[src/shared/ccr_pkg.sv]
package ccr_pkg;
   // data addresses of the register set
   localparam logic [15:0] CCR_ADDR_MAIN = 16'hFE00;
   localparam logic [15:0] CCR_ADDR_SECOND = 16'hFE01;
   localparam logic [15:0] CCR_ADDR_THIRD = 16'hFE02;
   localparam logic [15:0] CCR_ADDR_STATUS = 16'hFE06;
   localparam logic [15:0] CCR_ADDR_SP_LO = 16'hFE0A;
   localparam logic [15:0] CCR_ADDR_SP_HI = 16'hFE0B;
   // reset values and unmapped read value
   localparam logic [7:0] CCR_RST_BYTE = 8'h00;
   localparam logic [15:0] CCR_RST_SP = 16'h0000;
   localparam logic [7:0] CCR_RD_UNMAPPED = 8'h00;
   // status word fields
   localparam int unsigned CCR_BIT_CY = 7;
   localparam int unsigned CCR_BIT_AC = 6;
   localparam int unsigned CCR_BIT_USER_HI = 5;
   localparam int unsigned CCR_BIT_USER_LO = 4;
   localparam int unsigned CCR_BIT_BANK = 3;
   localparam int unsigned CCR_BIT_OV = 2;
   localparam int unsigned CCR_BIT_NINTH = 1;
   localparam int unsigned CCR_BIT_PAR = 0;
   // carry positions: byte result, word result, nibble and upper-byte nibble
   localparam int unsigned CCR_CY_POS_8 = 8;
   localparam int unsigned CCR_CY_POS_16 = 16;
   localparam int unsigned CCR_AC_POS_8 = 4;
   localparam int unsigned CCR_AC_POS_16 = 12;
   // stack and pointer area
   localparam logic [15:0] CCR_SP_STEP = 16'h0001;
   localparam logic [15:0] CCR_PTR_BASE = 16'h0000;
   localparam logic [15:0] CCR_PTR_HI_OFS = 16'h0001;
   localparam int unsigned CCR_PTR_COUNT = 64;

   typedef enum logic [2:0] {
      CCR_OP_NONE = 3'h0,
      CCR_OP_ADD = 3'h1,
      CCR_OP_SUB = 3'h2,
      CCR_OP_CMP = 3'h3,
      CCR_OP_ROT = 3'h4,
      CCR_OP_MUL16 = 3'h5,
      CCR_OP_MUL24 = 3'h6,
      CCR_OP_DIV = 3'h7
   } ccr_op_t;

   typedef enum logic [4:0] {
      CCR_ST_IDLE = 5'b00001,
      CCR_ST_CALL_HI = 5'b00010,
      CCR_ST_RET_LO = 5'b00100,
      CCR_ST_RET_CAP_HI = 5'b01000,
      CCR_ST_RET_CAP_LO = 5'b10000
   } ccr_state_t;
endpackage

[src/shared/ccr_alu_if.sv]
`timescale 1ns/1ps
`default_nettype none
interface ccr_alu_if;
   import ccr_pkg::*;
   ccr_op_t op;
   logic wide;
   logic [15:0] opA;
   logic [15:0] opB;
   logic cin;
   logic [15:0] mdHi;
   logic [15:0] divisor;
   logic [15:0] result;
   logic cy;
   logic ac;
   logic ov;
   logic cyUpd;
   logic acUpd;
   logic ovUpd;
   logic resUpd;
   modport regs (output op, wide, opA, opB, cin, mdHi, divisor,
      input result, cy, ac, ov, cyUpd, acUpd, ovUpd, resUpd);
   modport alu (input op, wide, opA, opB, cin, mdHi, divisor,
      output result, cy, ac, ov, cyUpd, acUpd, ovUpd, resUpd);
endinterface
`default_nettype wire

[src/logic/cpu_core_register_set.sv]
`timescale 1ns/1ps
`default_nettype none
// How it works
// - 8-bit main operand register at FE00H, cleared to 00H on reset.
// - second and main registers form one 16-bit operand and result for word math.
// - multiply and divide results load main, second and third registers together.
// - second register drives upper 8 bits of the 24-bit external address.
// - second register is 8 bits, read/write at FE01H, reset to zero.
// - third register at FE02H, reset clear, signed offset added to pointer.
// - status word at FE06H, reset clear, bit layout carry down to parity.
// - carry set by add or rotate carry, subtract or compare borrow, else cleared.
// - half carry from bit 3, or upper-byte bit 3 in word math.
// - status bits 5 and 4 change only by direct writes.
// - bank bit selects lower or upper ROM half for table reads.
// - overflow set when signed add or subtract gives an inconsistent sign.
// - overflow set when upper product bits of a multiply are nonzero.
// - divide by zero sets overflow.
// - status bit 1 holds the ninth RAM data bit.
// - parity bit always shows odd count of ones in the main register.
// - 16-bit stack pointer, low FE0A, high FE0B, reset 0000H.
// - pointer increments before each stack store, decrements after each read.
// - call pushes bank+low then high; return pops high then bank+low.
// - 64 two-byte pointers occupy RAM 0 to 7FH, still ordinary RAM.
// - pointer low byte at even address, high byte at next odd address.
module cpu_core_register_set
   import ccr_pkg::*;
#(
   parameter int unsigned PTR_COUNT = CCR_PTR_COUNT
) (
   input wire logic ref_clk,
   input wire logic arst_n,
   input wire logic [15:0] busAddr,
   input wire logic busWe,
   input wire logic busRe,
   input wire logic [7:0] busWdata,
   output logic [7:0] busRdata,
   input wire logic ldA,
   input wire logic ldB,
   input wire logic ldC,
   input wire logic [7:0] ldData,
   input wire logic aluGo,
   input wire ccr_op_t aluOp,
   input wire logic aluWide,
   input wire logic aluUseCarry,
   input wire logic [15:0] aluOperand,
   input wire logic [23:0] mdResult,
   input wire logic [15:0] mdHigh,
   input wire logic [15:0] divisor,
   input wire logic ninthLoad,
   input wire logic ninthIn,
   input wire logic [15:0] ptrBase,
   input wire logic [5:0] ptrIndex,
   input wire logic [16:0] tblPtr,
   input wire logic callReq,
   input wire logic [16:0] callAddr,
   input wire logic callBank,
   input wire logic retReq,
   input wire logic pushReq,
   input wire logic [8:0] pushData,
   input wire logic popReq,
   input wire logic [8:0] stkRdData,
   output logic [7:0] mainOperand,
   output logic [7:0] secondOperand,
   output logic [7:0] thirdOperand,
   output logic [7:0] statusWord,
   output logic [15:0] stackPointer,
   output logic [7:0] extAddrHigh,
   output logic [15:0] offsetAddr,
   output logic [17:0] romAddr,
   output logic [15:0] ptrAddrLo,
   output logic [15:0] ptrAddrHi,
   output logic stkWe,
   output logic stkRe,
   output logic [15:0] stkAddr,
   output logic [8:0] stkWrData,
   output logic [16:0] retAddr,
   output logic retBank,
   output logic retDone
);
   if (PTR_COUNT < 1 || PTR_COUNT > CCR_PTR_COUNT) begin : gBadPtrCount
      $error("PTR_COUNT must lie between 1 and 64");
   end

   ccr_alu_if aluBus ();

   logic [7:0] aReg_r, aNxt;
   logic [7:0] second_operand_reg_r, bNxt;
   logic [7:0] third_operand_reg_r, cNxt;
   logic [7:0] psw_r, pswNxt;
   logic [15:0] sp_r, spNxt;
   logic [7:0] busRdata_r, busRdataNxt;
   logic [7:0] extHi_r, extHiNxt;
   logic [15:0] offAddr_r, offAddrNxt;
   logic [17:0] romAddr_r, romAddrNxt;
   logic [15:0] ptrLo_r, ptrLoNxt;
   logic [15:0] ptrHi_r, ptrHiNxt;
   ccr_state_t st_r, stNxt;
   logic stkWe_r, stkWeNxt;
   logic stkRe_r, stkReNxt;
   logic [15:0] stkAddr_r, stkAddrNxt;
   logic [8:0] stkWrData_r, stkWrDataNxt;
   logic [8:0] hold_r, holdNxt;
   logic [16:0] retAddr_r, retAddrNxt;
   logic retBank_r, retBankNxt;
   logic retDone_r, retDoneNxt;
   logic spInc;
   logic spDec;

   assign aluBus.op = aluGo ? aluOp : CCR_OP_NONE;
   assign aluBus.wide = aluWide;
   // byte math sees a clean upper byte, so carry and borrow come from bit 7
   assign aluBus.opA = aluWide ? {second_operand_reg_r, aReg_r} : {8'h00, aReg_r};
   assign aluBus.opB = aluWide ? aluOperand : {8'h00, aluOperand[7:0]};
   assign aluBus.cin = aluUseCarry & psw_r[CCR_BIT_CY];
   assign aluBus.mdHi = mdHigh;
   assign aluBus.divisor = divisor;

   ccr_flag_unit uFlags (
      .alu(aluBus)
   );

   // stack sequencing: call and return take two slots each
   always_comb begin
      stNxt = st_r;
      spInc = 1'b0;
      spDec = 1'b0;
      stkWeNxt = 1'b0;
      stkReNxt = 1'b0;
      stkAddrNxt = stkAddr_r;
      stkWrDataNxt = stkWrData_r;
      holdNxt = hold_r;
      retAddrNxt = retAddr_r;
      retBankNxt = retBank_r;
      retDoneNxt = 1'b0;
      case (st_r)
         CCR_ST_IDLE: begin
            if (callReq) begin
               spInc = 1'b1;
               stkWeNxt = 1'b1;
               stkAddrNxt = sp_r + CCR_SP_STEP;
               stkWrDataNxt = {callBank, callAddr[7:0]};
               holdNxt = callAddr[16:8];
               stNxt = CCR_ST_CALL_HI;
            end else if (retReq) begin
               stkReNxt = 1'b1;
               stkAddrNxt = sp_r;
               spDec = 1'b1;
               stNxt = CCR_ST_RET_LO;
            end else if (pushReq) begin
               spInc = 1'b1;
               stkWeNxt = 1'b1;
               stkAddrNxt = sp_r + CCR_SP_STEP;
               stkWrDataNxt = pushData;
            end else if (popReq) begin
               stkReNxt = 1'b1;
               stkAddrNxt = sp_r;
               spDec = 1'b1;
            end
         end
         CCR_ST_CALL_HI: begin
            spInc = 1'b1;
            stkWeNxt = 1'b1;
            stkAddrNxt = sp_r + CCR_SP_STEP;
            stkWrDataNxt = hold_r;
            stNxt = CCR_ST_IDLE;
         end
         CCR_ST_RET_LO: begin
            stkReNxt = 1'b1;
            stkAddrNxt = sp_r;
            spDec = 1'b1;
            stNxt = CCR_ST_RET_CAP_HI;
         end
         CCR_ST_RET_CAP_HI: begin
            // RAM answers one cycle after the read strobe
            holdNxt = stkRdData;
            stNxt = CCR_ST_RET_CAP_LO;
         end
         CCR_ST_RET_CAP_LO: begin
            retAddrNxt = {hold_r, stkRdData[7:0]};
            retBankNxt = stkRdData[8];
            retDoneNxt = 1'b1;
            stNxt = CCR_ST_IDLE;
         end
         default: begin
            stNxt = CCR_ST_IDLE;
         end
      endcase
   end

   always_ff @(posedge ref_clk or negedge arst_n) begin
      if (!arst_n) begin
         st_r <= CCR_ST_IDLE;
         stkWe_r <= 1'b0;
         stkRe_r <= 1'b0;
         stkAddr_r <= CCR_RST_SP;
         stkWrData_r <= 9'h000;
         hold_r <= 9'h000;
         retAddr_r <= 17'h00000;
         retBank_r <= 1'b0;
         retDone_r <= 1'b0;
      end else begin
         st_r <= stNxt;
         stkWe_r <= stkWeNxt;
         stkRe_r <= stkReNxt;
         stkAddr_r <= stkAddrNxt;
         stkWrData_r <= stkWrDataNxt;
         hold_r <= holdNxt;
         retAddr_r <= retAddrNxt;
         retBank_r <= retBankNxt;
         retDone_r <= retDoneNxt;
      end
   end

   // register set: datapath loads, then flags, then direct writes on top, parity last
   always_comb begin
      aNxt = aReg_r;
      bNxt = second_operand_reg_r;
      cNxt = third_operand_reg_r;
      pswNxt = psw_r;
      spNxt = sp_r;
      busRdataNxt = busRdata_r;
      if (ldA) begin
         aNxt = ldData;
      end
      if (ldB) begin
         bNxt = ldData;
      end
      if (ldC) begin
         cNxt = ldData;
      end
      if (aluBus.resUpd) begin
         aNxt = aluBus.result[7:0];
         if (aluWide) begin
            bNxt = aluBus.result[15:8];
         end
      end
      if (aluGo && (aluOp == CCR_OP_MUL16 || aluOp == CCR_OP_MUL24 || aluOp == CCR_OP_DIV)) begin
         {cNxt, bNxt, aNxt} = mdResult;
      end
      // user bits and bank bit are never touched here
      if (aluBus.cyUpd) begin
         pswNxt[CCR_BIT_CY] = aluBus.cy;
      end
      if (aluBus.acUpd) begin
         pswNxt[CCR_BIT_AC] = aluBus.ac;
      end
      if (aluBus.ovUpd) begin
         pswNxt[CCR_BIT_OV] = aluBus.ov;
      end
      if (ninthLoad) begin
         pswNxt[CCR_BIT_NINTH] = ninthIn;
      end
      if (spInc) begin
         spNxt = sp_r + CCR_SP_STEP;
      end else if (spDec) begin
         spNxt = sp_r - CCR_SP_STEP;
      end
      if (busWe) begin
         case (busAddr)
            CCR_ADDR_MAIN: aNxt = busWdata;
            CCR_ADDR_SECOND: bNxt = busWdata;
            CCR_ADDR_THIRD: cNxt = busWdata;
            CCR_ADDR_STATUS: pswNxt = busWdata;
            CCR_ADDR_SP_LO: spNxt[7:0] = busWdata;
            CCR_ADDR_SP_HI: spNxt[15:8] = busWdata;
            default: begin
            end
         endcase
      end
      pswNxt[CCR_BIT_PAR] = ^aNxt;
      if (busRe) begin
         case (busAddr)
            CCR_ADDR_MAIN: busRdataNxt = aReg_r;
            CCR_ADDR_SECOND: busRdataNxt = second_operand_reg_r;
            CCR_ADDR_THIRD: busRdataNxt = third_operand_reg_r;
            CCR_ADDR_STATUS: busRdataNxt = psw_r;
            CCR_ADDR_SP_LO: busRdataNxt = sp_r[7:0];
            CCR_ADDR_SP_HI: busRdataNxt = sp_r[15:8];
            default: busRdataNxt = CCR_RD_UNMAPPED;
         endcase
      end
      extHiNxt = bNxt;
      offAddrNxt = ptrBase + {{8{third_operand_reg_r[7]}}, third_operand_reg_r};
      romAddrNxt = {pswNxt[CCR_BIT_BANK], tblPtr};
      // index picks an even-aligned pair, high byte right after
      ptrLoNxt = CCR_PTR_BASE + {9'h000, ptrIndex, 1'b0};
      ptrHiNxt = ptrLoNxt + CCR_PTR_HI_OFS;
   end

   always_ff @(posedge ref_clk or negedge arst_n) begin
      if (!arst_n) begin
         aReg_r <= CCR_RST_BYTE;
         second_operand_reg_r <= CCR_RST_BYTE;
         third_operand_reg_r <= CCR_RST_BYTE;
         psw_r <= CCR_RST_BYTE;
         sp_r <= CCR_RST_SP;
         busRdata_r <= CCR_RST_BYTE;
         extHi_r <= CCR_RST_BYTE;
         offAddr_r <= CCR_RST_SP;
         romAddr_r <= 18'h00000;
         ptrLo_r <= CCR_PTR_BASE;
         ptrHi_r <= CCR_PTR_BASE;
      end else begin
         aReg_r <= aNxt;
         second_operand_reg_r <= bNxt;
         third_operand_reg_r <= cNxt;
         psw_r <= pswNxt;
         sp_r <= spNxt;
         busRdata_r <= busRdataNxt;
         extHi_r <= extHiNxt;
         offAddr_r <= offAddrNxt;
         romAddr_r <= romAddrNxt;
         ptrLo_r <= ptrLoNxt;
         ptrHi_r <= ptrHiNxt;
      end
   end

   assign busRdata = busRdata_r;
   assign mainOperand = aReg_r;
   assign secondOperand = second_operand_reg_r;
   assign thirdOperand = third_operand_reg_r;
   assign statusWord = psw_r;
   assign stackPointer = sp_r;
   assign extAddrHigh = extHi_r;
   assign offsetAddr = offAddr_r;
   assign romAddr = romAddr_r;
   assign ptrAddrLo = ptrLo_r;
   assign ptrAddrHi = ptrHi_r;
   assign stkWe = stkWe_r;
   assign stkRe = stkRe_r;
   assign stkAddr = stkAddr_r;
   assign stkWrData = stkWrData_r;
   assign retAddr = retAddr_r;
   assign retBank = retBank_r;
   assign retDone = retDone_r;
endmodule
`default_nettype wire

[src/logic/ccr_flag_unit.sv]
`timescale 1ns/1ps
`default_nettype none
module ccr_flag_unit
   import ccr_pkg::*;
(
   ccr_alu_if.alu alu
);
   logic [16:0] full;
   logic [12:0] nib16;
   logic [4:0] nib8;
   logic signA;
   logic signB;
   logic signR;

   always_comb begin
      full = 17'h00000;
      nib16 = 13'h0000;
      nib8 = 5'h00;
      alu.result = alu.opA;
      alu.cy = 1'b0;
      alu.ac = 1'b0;
      alu.ov = 1'b0;
      alu.cyUpd = 1'b0;
      alu.acUpd = 1'b0;
      alu.ovUpd = 1'b0;
      alu.resUpd = 1'b0;
      case (alu.op)
         CCR_OP_ADD: begin
            full = {1'b0, alu.opA} + {1'b0, alu.opB} + {16'h0000, alu.cin};
            nib16 = {1'b0, alu.opA[11:0]} + {1'b0, alu.opB[11:0]} + {12'h000, alu.cin};
            nib8 = {1'b0, alu.opA[3:0]} + {1'b0, alu.opB[3:0]} + {4'h0, alu.cin};
         end
         CCR_OP_SUB, CCR_OP_CMP: begin
            full = {1'b0, alu.opA} - {1'b0, alu.opB} - {16'h0000, alu.cin};
            nib16 = {1'b0, alu.opA[11:0]} - {1'b0, alu.opB[11:0]} - {12'h000, alu.cin};
            nib8 = {1'b0, alu.opA[3:0]} - {1'b0, alu.opB[3:0]} - {4'h0, alu.cin};
         end
         default: begin
         end
      endcase
      signA = alu.wide ? alu.opA[15] : alu.opA[7];
      signB = alu.wide ? alu.opB[15] : alu.opB[7];
      signR = alu.wide ? full[15] : full[7];
      case (alu.op)
         CCR_OP_ADD, CCR_OP_SUB, CCR_OP_CMP: begin
            alu.result = full[15:0];
            alu.resUpd = (alu.op != CCR_OP_CMP);
            alu.cy = alu.wide ? full[CCR_CY_POS_16] : full[CCR_CY_POS_8];
            alu.cyUpd = 1'b1;
            alu.ac = alu.wide ? nib16[CCR_AC_POS_16] : nib8[CCR_AC_POS_8];
            alu.acUpd = (alu.op != CCR_OP_CMP);
            // add: like signs giving the other sign; sub: unlike signs, sign lost
            if (alu.op == CCR_OP_ADD) begin
               alu.ov = (signA == signB) && (signR != signA);
            end else begin
               alu.ov = (signA != signB) && (signR != signA);
            end
            alu.ovUpd = (alu.op != CCR_OP_CMP);
         end
         CCR_OP_ROT: begin
            // rotate left through carry, byte wide
            alu.result = {8'h00, alu.opA[6:0], alu.cin};
            alu.resUpd = 1'b1;
            alu.cy = alu.opA[7];
            alu.cyUpd = 1'b1;
         end
         CCR_OP_MUL16: begin
            alu.ov = (alu.mdHi[7:0] != 8'h00);
            alu.ovUpd = 1'b1;
         end
         CCR_OP_MUL24: begin
            alu.ov = (alu.mdHi != 16'h0000);
            alu.ovUpd = 1'b1;
         end
         CCR_OP_DIV: begin
            alu.ov = (alu.divisor == 16'h0000);
            alu.ovUpd = 1'b1;
         end
         default: begin
         end
      endcase
   end
endmodule
`default_nettype wire

[config.mk]
export PLATFORM = sky130hd
export DESIGN_NAME = cpu_core_register_set
export DESIGN_NICKNAME = d
export VERILOG_FILES = /design/src/shared/ccr_pkg.sv /design/src/shared/ccr_alu_if.sv /design/src/logic/cpu_core_register_set.sv /design/src/logic/ccr_flag_unit.sv
export SDC_FILE = /design/constraint.sdc
export NUM_CORES = 1
export LEC_CHECK = 0
export BUFFER_PORTS_ARGS = -buffer_cell sky130_fd_sc_hd__buf_4
export CORE_AREA = 2 2 145 147
export CTS_CLUSTER_SIZE = 30
export DETAILED_ROUTE_END_ITERATION = 8
export DIE_AREA = 0 0 147 149
export GPL_ROUTABILITY_DRIVEN = 1
export GPL_TIMING_DRIVEN = 0
export HOLD_SLACK_MARGIN = 0.08
export PLACE_DENSITY = 0.86
export SYNTH_ARGS = -nofsm -noshare
export SYNTH_HDL_FRONTEND = slang
export SYNTH_HIERARCHICAL = 1
export SYNTH_SLANG_ARGS = --single-unit
[constraint.sdc]
create_clock -name ref_clk -period 6.6 [get_ports ref_clk]
set_clock_uncertainty 0.2 [all_clocks]
set_input_delay 0.99 -clock ref_clk [delete_from_list [all_inputs] [get_ports ref_clk]]
set_output_delay 0.99 -clock ref_clk [all_outputs]
set_load 0.02 [all_outputs]
==> results.md, run 1 <==
* Via/cell ratio at 5.78
* R2R Setup Slk at 2.07 ns
* Type of origin of the critical path: input port
* Final Cell Area at 14800 um^2
* R2R Path Start: statusWord[7]
* Clock Sinks at 156
* Dpl cells at 1968
* Commonest non-fill, non-tap cells in the layout: buf_4 (388), nand2_1 (172), dfrtp_1 (155)
* Vias in the first global route at 11400
* Detail Route Antenna Nets at 0
* # H-tree levels at 4
* Pleak at 7.16 nW
* Endpoints failing setup at 0
* Final min period at 4.64 ns
* Final-stage net count at 1977
* Net Switching at 2.07 mW
* First-pass GRT wire length at 59.8 mm
* Share of cells above drive strength 1 at 25.9%
* Yosys warning count at 6
* Hold-fix buffers, CTS at 0
* CTS Buffer Depth at 2
* Layout area overhead at 32.3%
* Setup TNS Final at 0 ns
* Fmax at 0.215 GHz
* RR Endpoint: statusWord[0]
* Number of cells on the worst reg-to-reg path at 16
* Final Cycle Share at 70.3%
* Crit Path Category: input port to flip-flop
* # rows at 53
* Least-Margin Pin Slew at 0.903 ns
* Latest clock arrival within the worst-skew pair at 0.43 ns
* Clock Root Buffer: clkbuf_16
* Starting DRT DRC Count at 798
* Async S/R FF share, synth at 100%
* Post-synth EDFFs at 0
* Tot Pwr at 4.83 mW
* Worst path required time at 6.71 ns
* DP Area at 14200 um^2
* ANT cells at 0
* Syn Std Cell Area at 11200 um^2
* CTS tree: built
* GR Overflow Total at 0
* Setup WS post-layout at 1.96 ns
* MaxCap Viol Count at 0
* Status: complete, no violations
* Hold_sp: stkWrData[3]
* Final wirelength at 38.8 mm
* Post-Syn Instances at 1327
* Predominant post-synthesis flop cell: dfrtp_1
* Number of gates resized after cts at 0
* Clock power share at 19.8%
* Residual DRC at 0
* Max Fanout on Critical Path at 3
* Unique masters post-synth at 82
* Vias at 11600
* #FFs+latches synth at 156
* Slew headroom at 39.3%
* Filler cell count at 1644
* Sw Ratio at 42.9%
* Logic gate share of total power at 49.7%
* Slew Limit Fails at 0
* Seq/Total Area, Yosys at 34.9%
* Setup Fix Bufs, Post-CTS at 0
* PortBufs at 347
* Hold slack at 0.276 ns
* Gr usage total at 34.8%
* Top-level I/O count at 374
* Max rail drop VDD at 0.275 mV
* Initial antenna violation count at 0
* Largest net degree at the start of global routing at 104
* WP data arrival at 4.75 ns
* Place WS at 1.61 ns
* Crit. End Element: flip-flop
* Total power divided by cell area at 326 nW/um^2
* TritonCTS Buffers at 17
* Most common cell after layout, fill and taps aside: buf_4
* Die Ht at 149 um
* Unrepaired setup endpoints after global routing: no
* Hold EP: stkWrData[3]
* Drt first pass iters at 6
* Hpwl dp at 30.6 mm
* Reg power frac at 30.4%
* Final Hold Vio Count at 0
* Clock transition at path regs at 0.06 ns
* Syn avg cell area at 8.44 um^2
* Post-layout util at 72.1%
* Floorplan core area at 20600 um^2
* Die area at 21900 um^2
* Die Width at 147 um
* Hold WC Path Type: flip-flop to flip-flop
* Initial core utilization at 54.5%
* Wire per inst at 19.4 um
* Hold depth at 2
* Internal cell power at 2.76 mW
* Finished Layout Cells at 2000
* Routability cong. at 1.01
## area by class of cell
type	instances	area [um^2]	area share [%]
Buffer	106	568	3.83
Clock buffer	20	447	3.01
Clock inverter	12	126	0.853
Inverter	70	263	1.77
Multi-Input combinational cell	1013	6530	44.1
Sequential cell	156	3910	26.3
Tap cell	275	344	2.32
Timing Repair Buffer	348	2640	17.8
## state kept, by name, summed over array words and instances (netlist names), 5 cells and up
register	flops
romAddr	17
busRdata	8
stkAddr	16
stackPointer	16
hold_r	9
st_r	5
retAddr	17
thirdOperand	8
extAddrHigh	8
mainOperand	8
ptrAddrLo	5
offsetAddr	16
statusWord	8
stkWrData	9
## power groups by stage
stage               registers [mW]  clock network, mW  logic, mW
global placement              1.46                  0       2.30
global route                  1.49               1.01       2.60
floorplan                     1.66                  0       1.26
detailed placement            1.47                  0       2.36
CTS                           1.46              0.967       2.38
finish                        1.47              0.958       2.40
## cell usage after synthesis, types with 8 or more instances
cell      number  area share (%)
xnor2_1       57             4.5
buf_4         42             2.8
nand3_1       17            0.76
a211oi_1      15             1.0
nand4_1        9            0.50
a31oi_1       27             1.5
nor2_1       119             4.0
clkbuf_1      50             1.7
buf_1          9            0.30
inv_1         67             2.2
o211ai_1       9            0.60
and2_1        24             1.3
ha_1          62             6.9
nor2b_1        9            0.50
nand2_1      172             5.8
a21oi_1      105             4.7
and3_1        11            0.61
dfrtp_1      155              35
mux2i_1       56             5.0
nor4_1        13            0.73
nor3_1        28             1.3
o21bai_1       8            0.54
a21o_1        17             1.1
o21ai_0       86             3.8
xor2_1        33             2.6
## logic make-up after synthesis
family                     count (synthesis)  share of synthesized area [%]
AOI/OAI and AO/OA                        335                           18.8
xor gates and xnor gates                  91                           7.25
adders and majority gates                 67                           7.82
buffers and inverters                    176                           7.42
DFF                                      156                           34.9
muxes                                     62                           5.64
other                                      2                         0.0671
and+or+nand+nor                          438                           18.2
## per-layer routing
layer  GRT usage [%]  vias to the layer above  part of all wire (%)
li1                -                     5359                     -
met1            42.2                     5427                    37
met2            59.4                      651                    49
met3            8.17                      123                    10
met4            15.8                        0                   4.3
met5               0                        -                     0
## critical path: stages
cell      delay [ns]
buf_4           0.07
and2_1          0.25
inv_1           0.09
fa_1            0.43
fa_1            0.42
nand2b_1        0.18
a31o_1          0.26
a21oi_1         0.18
xor2_1          0.16
o21ai_0         0.09
a221o_1         0.38
o21ai_0         0.18
o21ai_0         0.16
mux2_4          0.31
xor2_1          0.20
xor3_1          0.27
xnor2_1         0.14
## how the worst max path moves through the flow
| stage | endpoint | start | slack, ns |
|---|---|---|---|
| 6_report | statusWord[0] | aluUseCarry | 1.96 |
| 5_1_grt | extAddrHigh[5] | aluUseCarry | 1.78 |
| 4_1_cts | statusWord[0] | aluUseCarry | 2.03 |
| 3_5_place_dp | statusWord[0] | aluUseCarry | 1.61 |
| 3_3_place_gp | extAddrHigh[5] | aluWide | 1.64 |
| 2_1_floorplan | statusWord[0] | aluUseCarry | 2.19 |
(Power assumes the default switching activity.)
==> run 2, diff against run 1 <==
CORE_AREA = default   (was 2 2 145 147)
CORE_UTILIZATION = 47   (was default)
DIE_AREA = default   (was 0 0 147 149)
PLACE_DENSITY = 0.78   (was 0.86)
clock period = 4 ns   (was 6.6 ns; I/O delays follow)
==> run 2 against run 1 <==
Count of clock-buffer cells in the layout down 1. Routed wire length up 3.3%. Core utilization down 6.6 points. Total power grew 68%. Combinational power rose by 72%. Global-route usage down 2.6 points. Setup slack lost 1.9 ns. Critical path type is now flip-flop to flip-flop.
==> results.md, run 2 (synthesis gave the netlist of run 1 again) <==
* Status: complete, no violations
* Gr usage total at 32.2%
* Most common cell after layout, fill and taps aside: buf_4
* Share of cells above drive strength 1 at 28.0%
* Initial antenna violation count at 1
* Worst Setup SP: statusWord[7]
* Total power divided by cell area at 530 nW/um^2
* GR Overflow Total at 0
* Final Cycle Share at 99.6%
* Latest clock arrival within the worst-skew pair at 0.43 ns
* Initial core utilization at 47.9%
* Sw Ratio at 43.0%
* Finished Layout Cells at 2081
* WP data arrival at 4.07 ns
* Pleak at 7.34 nW
* Clock power share at 19.4%
* Max Fanout on Critical Path at 3
* Reg power frac at 29.7%
* Fmax at 0.251 GHz
* CP bufs+invs at 1
* CTS Buffer Depth at 2
* Internal cell power at 4.63 mW
* Crit. End Element: flip-flop
* Final-stage net count at 2014
* CP Depth at 14
* Top-level I/O count at 374
* Least-Margin Pin Slew at 1.00 ns
* Largest net degree at the start of global routing at 87
* R2R Setup Slk at 0.01 ns
* Slowest-stage cell, CP: dfrtp_2
* Tot Pwr at 8.12 mW
* Delay-heaviest family, CP: compound AO/OA/AOI/OAI gates
* Clock transition at path regs at 0.07 ns
* # rows at 56
* Dpl cells at 2012
* Commonest non-fill, non-tap cells in the layout: buf_4 (401), nand2_1 (172), dfrtp_1 (146)
* Slew Limit Fails at 0
* Hold WC Path Type: input port to flip-flop
* Hpwl dp at 30.9 mm
* Clock Root Buffer: clkbuf_16
* Logic gate share of total power at 50.9%
* Unrepaired setup endpoints after global routing: yes
* Vias at 11600
* Die Width at 156 um
* Final Hold Vio Count at 0
* Slew headroom at 32.8%
* Slowest stage delay, CP at 0.39 ns
* MaxCap Viol Count at 0
* Net Switching at 3.49 mW
* Routability cong. at 0.941
* Endpoints failing setup at 0
* Vias in the first global route at 10900
* PortBufs at 347
* Final min period at 3.99 ns
* R2R Path Start: statusWord[7]
* # H-tree levels at 4
* Die Ht at 156 um
* CTS tree: built
* Worst path required time at 4.08 ns
* Type of origin of the critical path: flip-flop
* Final wirelength at 40.1 mm
* Hold depth at 3
* Max rail drop VDD at 0.441 mV
* RR Endpoint: statusWord[7]
* CP Cell Sequence: and2_4, inv_2, fa_2, fa_2, nand2b_4, a31o_4, a221o_1, a311o_1, a221oi_2, mux2i_1, o21a_1, o22ai_2, mux2i_1, a21oi_1
* First-pass GRT wire length at 59.7 mm
* Via/cell ratio at 5.57
* Clock Sinks at 156
* Die area at 24500 um^2
* Number of cells on the worst reg-to-reg path at 14
* Starting DRT DRC Count at 891
* Hold_sp: stkRdData[0]
* Hold EP: retAddr[0]
* Floorplan core area at 23400 um^2
* Residual DRC at 0
* Detail Route Antenna Nets at 0
* Setup TNS Final at 0 ns
* Crit Path Category: flip-flop to flip-flop
* Wire per inst at 19.2 um
* Layout area overhead at 36.8%
* ANT cells at 0
* Drt first pass iters at 6
* TritonCTS Buffers at 17
-- run 2: cell types whose count changed in the layout (fill, tap and decap cells not counted), moves of 4 or more --
cell,previous run,this run
dlygate4sd3_1,0,24
buf_4,388,401
dfrtp_1,155,146
dfrtp_2,0,9
o21ai_0,86,77
o21ai_1,1,6
fa_1,5,1
fa_2,0,4
o21ai_2,0,4
-- run 2: power groups by stage --
stage / Sequential [mW] / Clock [mW] / Combinational, mW
after floorplan: 2.73 / 0 / 2.07
after global placement: 2.42 / 0 / 3.83
after detailed placement: 2.42 / 0 / 3.90
after CTS: 2.40 / 1.58 / 4.01
after global routing: 2.45 / 1.65 / 4.46
final: 2.41 / 1.57 / 4.13
-- run 2: worst max path at each step --
stage | to | slack [ns]
floorplan | statusWord[0] | 0.03
global placement | statusWord[0] | -0.58
detailed placement | statusWord[0] | -0.63
CTS | statusWord[7] | -0.02
global route | statusWord[0] | -0.11
finish | statusWord[7] | 0.01
-- run 2: final cells by class --
type	instances	area [um^2]
multi-input combinational	1013	6640
inverter	70	263
timing repair buffer	385	2970
tap	319	399
clock inverter	13	133
sequential	156	3920
fill	1997	8080
buffer	106	569
clock buffer	19	433
-- run 2: repair_timing --
action                                 CTS  global route
setup buffers                            7             6
resized for setup                       20            25
endpoints found under the hold margin   93             0
pin swaps                               14            30
hold buffers                            24             0
setup endpoints to repair                6             7
-- run 2: per-layer routing --
layer,wire length (um),vias to the layer above,global-route usage (%)
li1,-,5441,-
met1,15600,5494,39.5
met2,19600,544,55.7
met3,3540,101,7.20
met4,1320,2,11.1
met5,12,-,0
-- run 2: through the flow --
| stage | utilization, % | setup WS, ns | instance area, um^2 | hold slack (ns) |
|---|---|---|---|---|
| final | 65.5 | 0.0148 | 15300 | 0.165 |
| after detailed placement | 61.1 | -0.633 | 14300 | 0.264 |
| after global routing | 65.5 | -0.109 | 15300 | 0.171 |
| after floorplan | - | 0.0255 | 11300 | 0.104 |
| after CTS | 65.0 | -0.0216 | 15200 | 0.154 |
| after global placement | 61.0 | -0.582 | 14300 | 0.261 |
-- run 2: worst min-delay path, cell delays in order --
cell and delay, ns:
buf_4 0.08, nand2_1 0.04, nand2_1 0.05
==> run 3, diff against run 2 <==
ABC_AREA = 1   (was default)
CORE_UTILIZATION = 48   (was 47)
==> run 3 against run 2 <==
Final cell count grew 20%. Critical path depth grew 11. Largest cell class unchanged. Global-route usage grew 3.7 points. Die area grew 6.6%. Hold slack gained 0.032 ns. Fmax grew 5.5%. Setup slack gained 0.21 ns. Total power grew 7.1%. Sequential power grew 2%. Highest routed layer unchanged. Clock power grew 8%. Count of clock-buffer cells in the layout is the same.
==> results.md, run 3 <==
* Status: complete, no violations
* CTS tree: built
* Seq/Total Area, Yosys at 32.0%
* Starting DRT DRC Count at 1658
* CTS Buffer Depth at 2
* Final min period at 3.78 ns
* Final Cycle Share at 94.4%
* Internal cell power at 4.67 mW
* Net Switching at 4.03 mW
* CP bufs+invs at 5
* Number of cells on the worst reg-to-reg path at 25
* Post-Syn Instances at 1749
* Slowest-stage cell, CP: dfrtp_2
* DP Area at 15300 um^2
* Async S/R FF share, synth at 100%
* Initial core utilization at 49.6%
* Die area at 26100 um^2
* Largest net degree at the start of global routing at 99
* Hold_sp: ptrBase[0]
* Post-synth EDFFs at 0
* Sw Ratio at 46.3%
* Total power divided by cell area at 537 nW/um^2
* Crit Path Category: flip-flop to flip-flop
* Crit. End Element: flip-flop
* Most common cell after layout, fill and taps aside: nand2_1
* R2R Path Start: statusWord[7]
* Latest clock arrival within the worst-skew pair at 0.43 ns
* Reg power frac at 28.4%
* Detail Route Antenna Nets at 0
* Slew headroom at 50.8%
* Tot Pwr at 8.70 mW
* Clock Sinks at 156
* Top cell by count, worst path: nand2_1
* TritonCTS Buffers at 17
* Floorplan core area at 24600 um^2
* GR Overflow Total at 0
* First-pass GRT wire length at 72.0 mm
* Post-synth top area share at 31.8%
* Syn Std Cell Area at 12200 um^2
* Gr usage total at 35.9%
* R2R Setup Slk at 0.22 ns
* PortBufs at 352
* # rows at 57
* Residual DRC at 0
* Register cell area after layout at 3910 um^2
* Die Ht at 161 um
* RR Endpoint: statusWord[0]
* Largest area contributor in the netlist: dfrtp_1
* Final-stage net count at 2428
* Syn avg cell area at 6.98 um^2
* Clock transition at path regs at 0.07 ns
* Via/cell ratio at 5.46
* Post-synth top cells: nand2_1 (446), inv_1 (221), dfrtp_1 (155), nor2_1 (140), o21ai_0 (136)
* Die Width at 161 um
* Hold WC Path Type: input port to flip-flop
* Commonest non-fill, non-tap cells in the layout: nand2_1 (446), buf_4 (398), inv_1 (221)
* Share of cells above drive strength 1 at 25.6%
* Setup TNS Final at 0 ns
* Layout area overhead at 32.7%
* Top-level I/O count at 374
* Initial antenna violation count at 2
* Count leader, synth: nand2_1
* Final Cell Area at 16200 um^2
* Hold depth at 2
* Unrepaired setup endpoints after global routing: no
* Least-Margin Pin Slew at 0.732 ns
* Wire per inst at 18.9 um
* Top post-synthesis cells by area: dfrtp_1 (32%), nand2_1 (14%), inv_1 (6.8%), ha_1 (6.4%), o21ai_0 (5.6%)
* Predominant post-synthesis flop cell: dfrtp_1
* Drt first pass iters at 6
* ANT cells at 0
* MaxCap Viol Count at 0
* Worst path required time at 4.17 ns
* Pleak at 8.64 nW
* Filler cell count at 2220
* Clock power share at 19.6%
* Logic gate share of total power at 52.1%
* Max Fanout on Critical Path at 4
* Final wirelength at 47.3 mm
* Max rail drop VDD at 0.505 mV
* Slowest stage delay, CP at 0.42 ns
* Vias at 13700
* Setup Fix Bufs, Post-CTS at 0
* Hold EP: offsetAddr[0]
* Routability cong. at 0.993
* Clock Root Buffer: clkbuf_16
* Slew Limit Fails at 0
* Final Hold Vio Count at 0
* Hpwl dp at 37.8 mm
* Unique masters post-synth at 62
* Type of origin of the critical path: flip-flop
* Area of the multi-input gates at 6860 um^2
* WP data arrival at 3.95 ns
* Delay-heaviest family, CP: simple AND/OR/NAND/NOR gates
* # H-tree levels at 4
* Vias in the first global route at 12900
* Yosys warning count at 6
* Fmax at 0.265 GHz
* #FFs+latches synth at 156
* Endpoints failing setup at 0
## run 3: cell count changes after synthesis, moves of 38 or more
cell      delta
nand2_1    +274
inv_1      +154
nand3_1     +79
mux2i_1     -55
xnor2_1     -52
o21ai_0     +50
clkbuf_1    -39
o21ai_1     +38
## run 3: metrics by stage
stage / util, % / instances / hold slack (ns) / setup WS [ns]
floorplan: - / 1767 / 0.104 / 0.544
global placement: 62.2 / 2443 / 0.267 / -0.339
detailed placement: 62.4 / 2444 / 0.268 / -0.354
CTS: 65.7 / 2499 / 0.0830 / 0.0881
global route: 65.8 / 2500 / 0.194 / 0.0222
finish: 65.8 / 2500 / 0.197 / 0.222
## run 3: timing repair
item,4_1_cts,5_1_grt
endpoints found under the setup margin,0,9
hold buffers,23,1
hold endpoints to repair,80,1
gates resized for setup,0,8
## run 3: logic make-up (layout without fill, tap and decap cells)
logic type,Yosys count,count (layout),synth area share (%)
compound gates,350,350,16.3
xor+xnor,46,46,3.30
fa+ha+maj,67,67,7.18
buf+inv,337,746,12.4
flops,156,156,32.0
mux,2,2,0.174
other cells,2,20,0.0616
simple gates,789,789,28.5
## run 3: cell type report
class	count	area share, %
inverters	249	5.77
plain buffers	88	3.59
well taps	324	2.50
clock inverters	13	0.951
multi-input cells	1274	42.4
clock buffers	19	2.67
flip-flops and latches	156	24.1
repair buffers	377	18.0
## run 3: worst max-delay path by stage
| stage | cells past startpoint | slack [ns] | from | endpoint |
|---|---|---|---|---|
| after floorplan | 25 | 0.54 | aluUseCarry | statusWord[0] |
| after global placement | 21 | -0.34 | aluWide | extAddrHigh[4] |
| after detailed placement | 18 | -0.35 | aluWide | extAddrHigh[6] |
| after CTS | 18 | 0.09 | aluWide | extAddrHigh[6] |
| after global routing | 19 | 0.02 | aluWide | extAddrHigh[6] |
| final | 25 | 0.22 | statusWord[7] | statusWord[0] |
## run 3: layer usage
| layer | up-vias | GRT usage (%) | share of wire, % |
|---|---|---|---|
| li1 | 6441 | - | - |
| met3 | 119 | 7.32 | 11 |
| met1 | 6300 | 47.3 | 40 |
| met2 | 790 | 59.2 | 46 |
| met5 | - | 0 | 0.030 |
| met4 | 2 | 11.0 | 3.1 |
## run 3: power by group through the flow
stage / sequential [mW] / clock [mW] / combinational, mW
2_1_floorplan: 2.77 / 0 / 2.39
3_3_place_gp: 2.47 / 0 / 4.35
3_5_place_dp: 2.47 / 0 / 4.41
4_1_cts: 2.45 / 1.70 / 4.46
5_1_grt: 2.50 / 1.77 / 4.94
6_report: 2.47 / 1.70 / 4.53
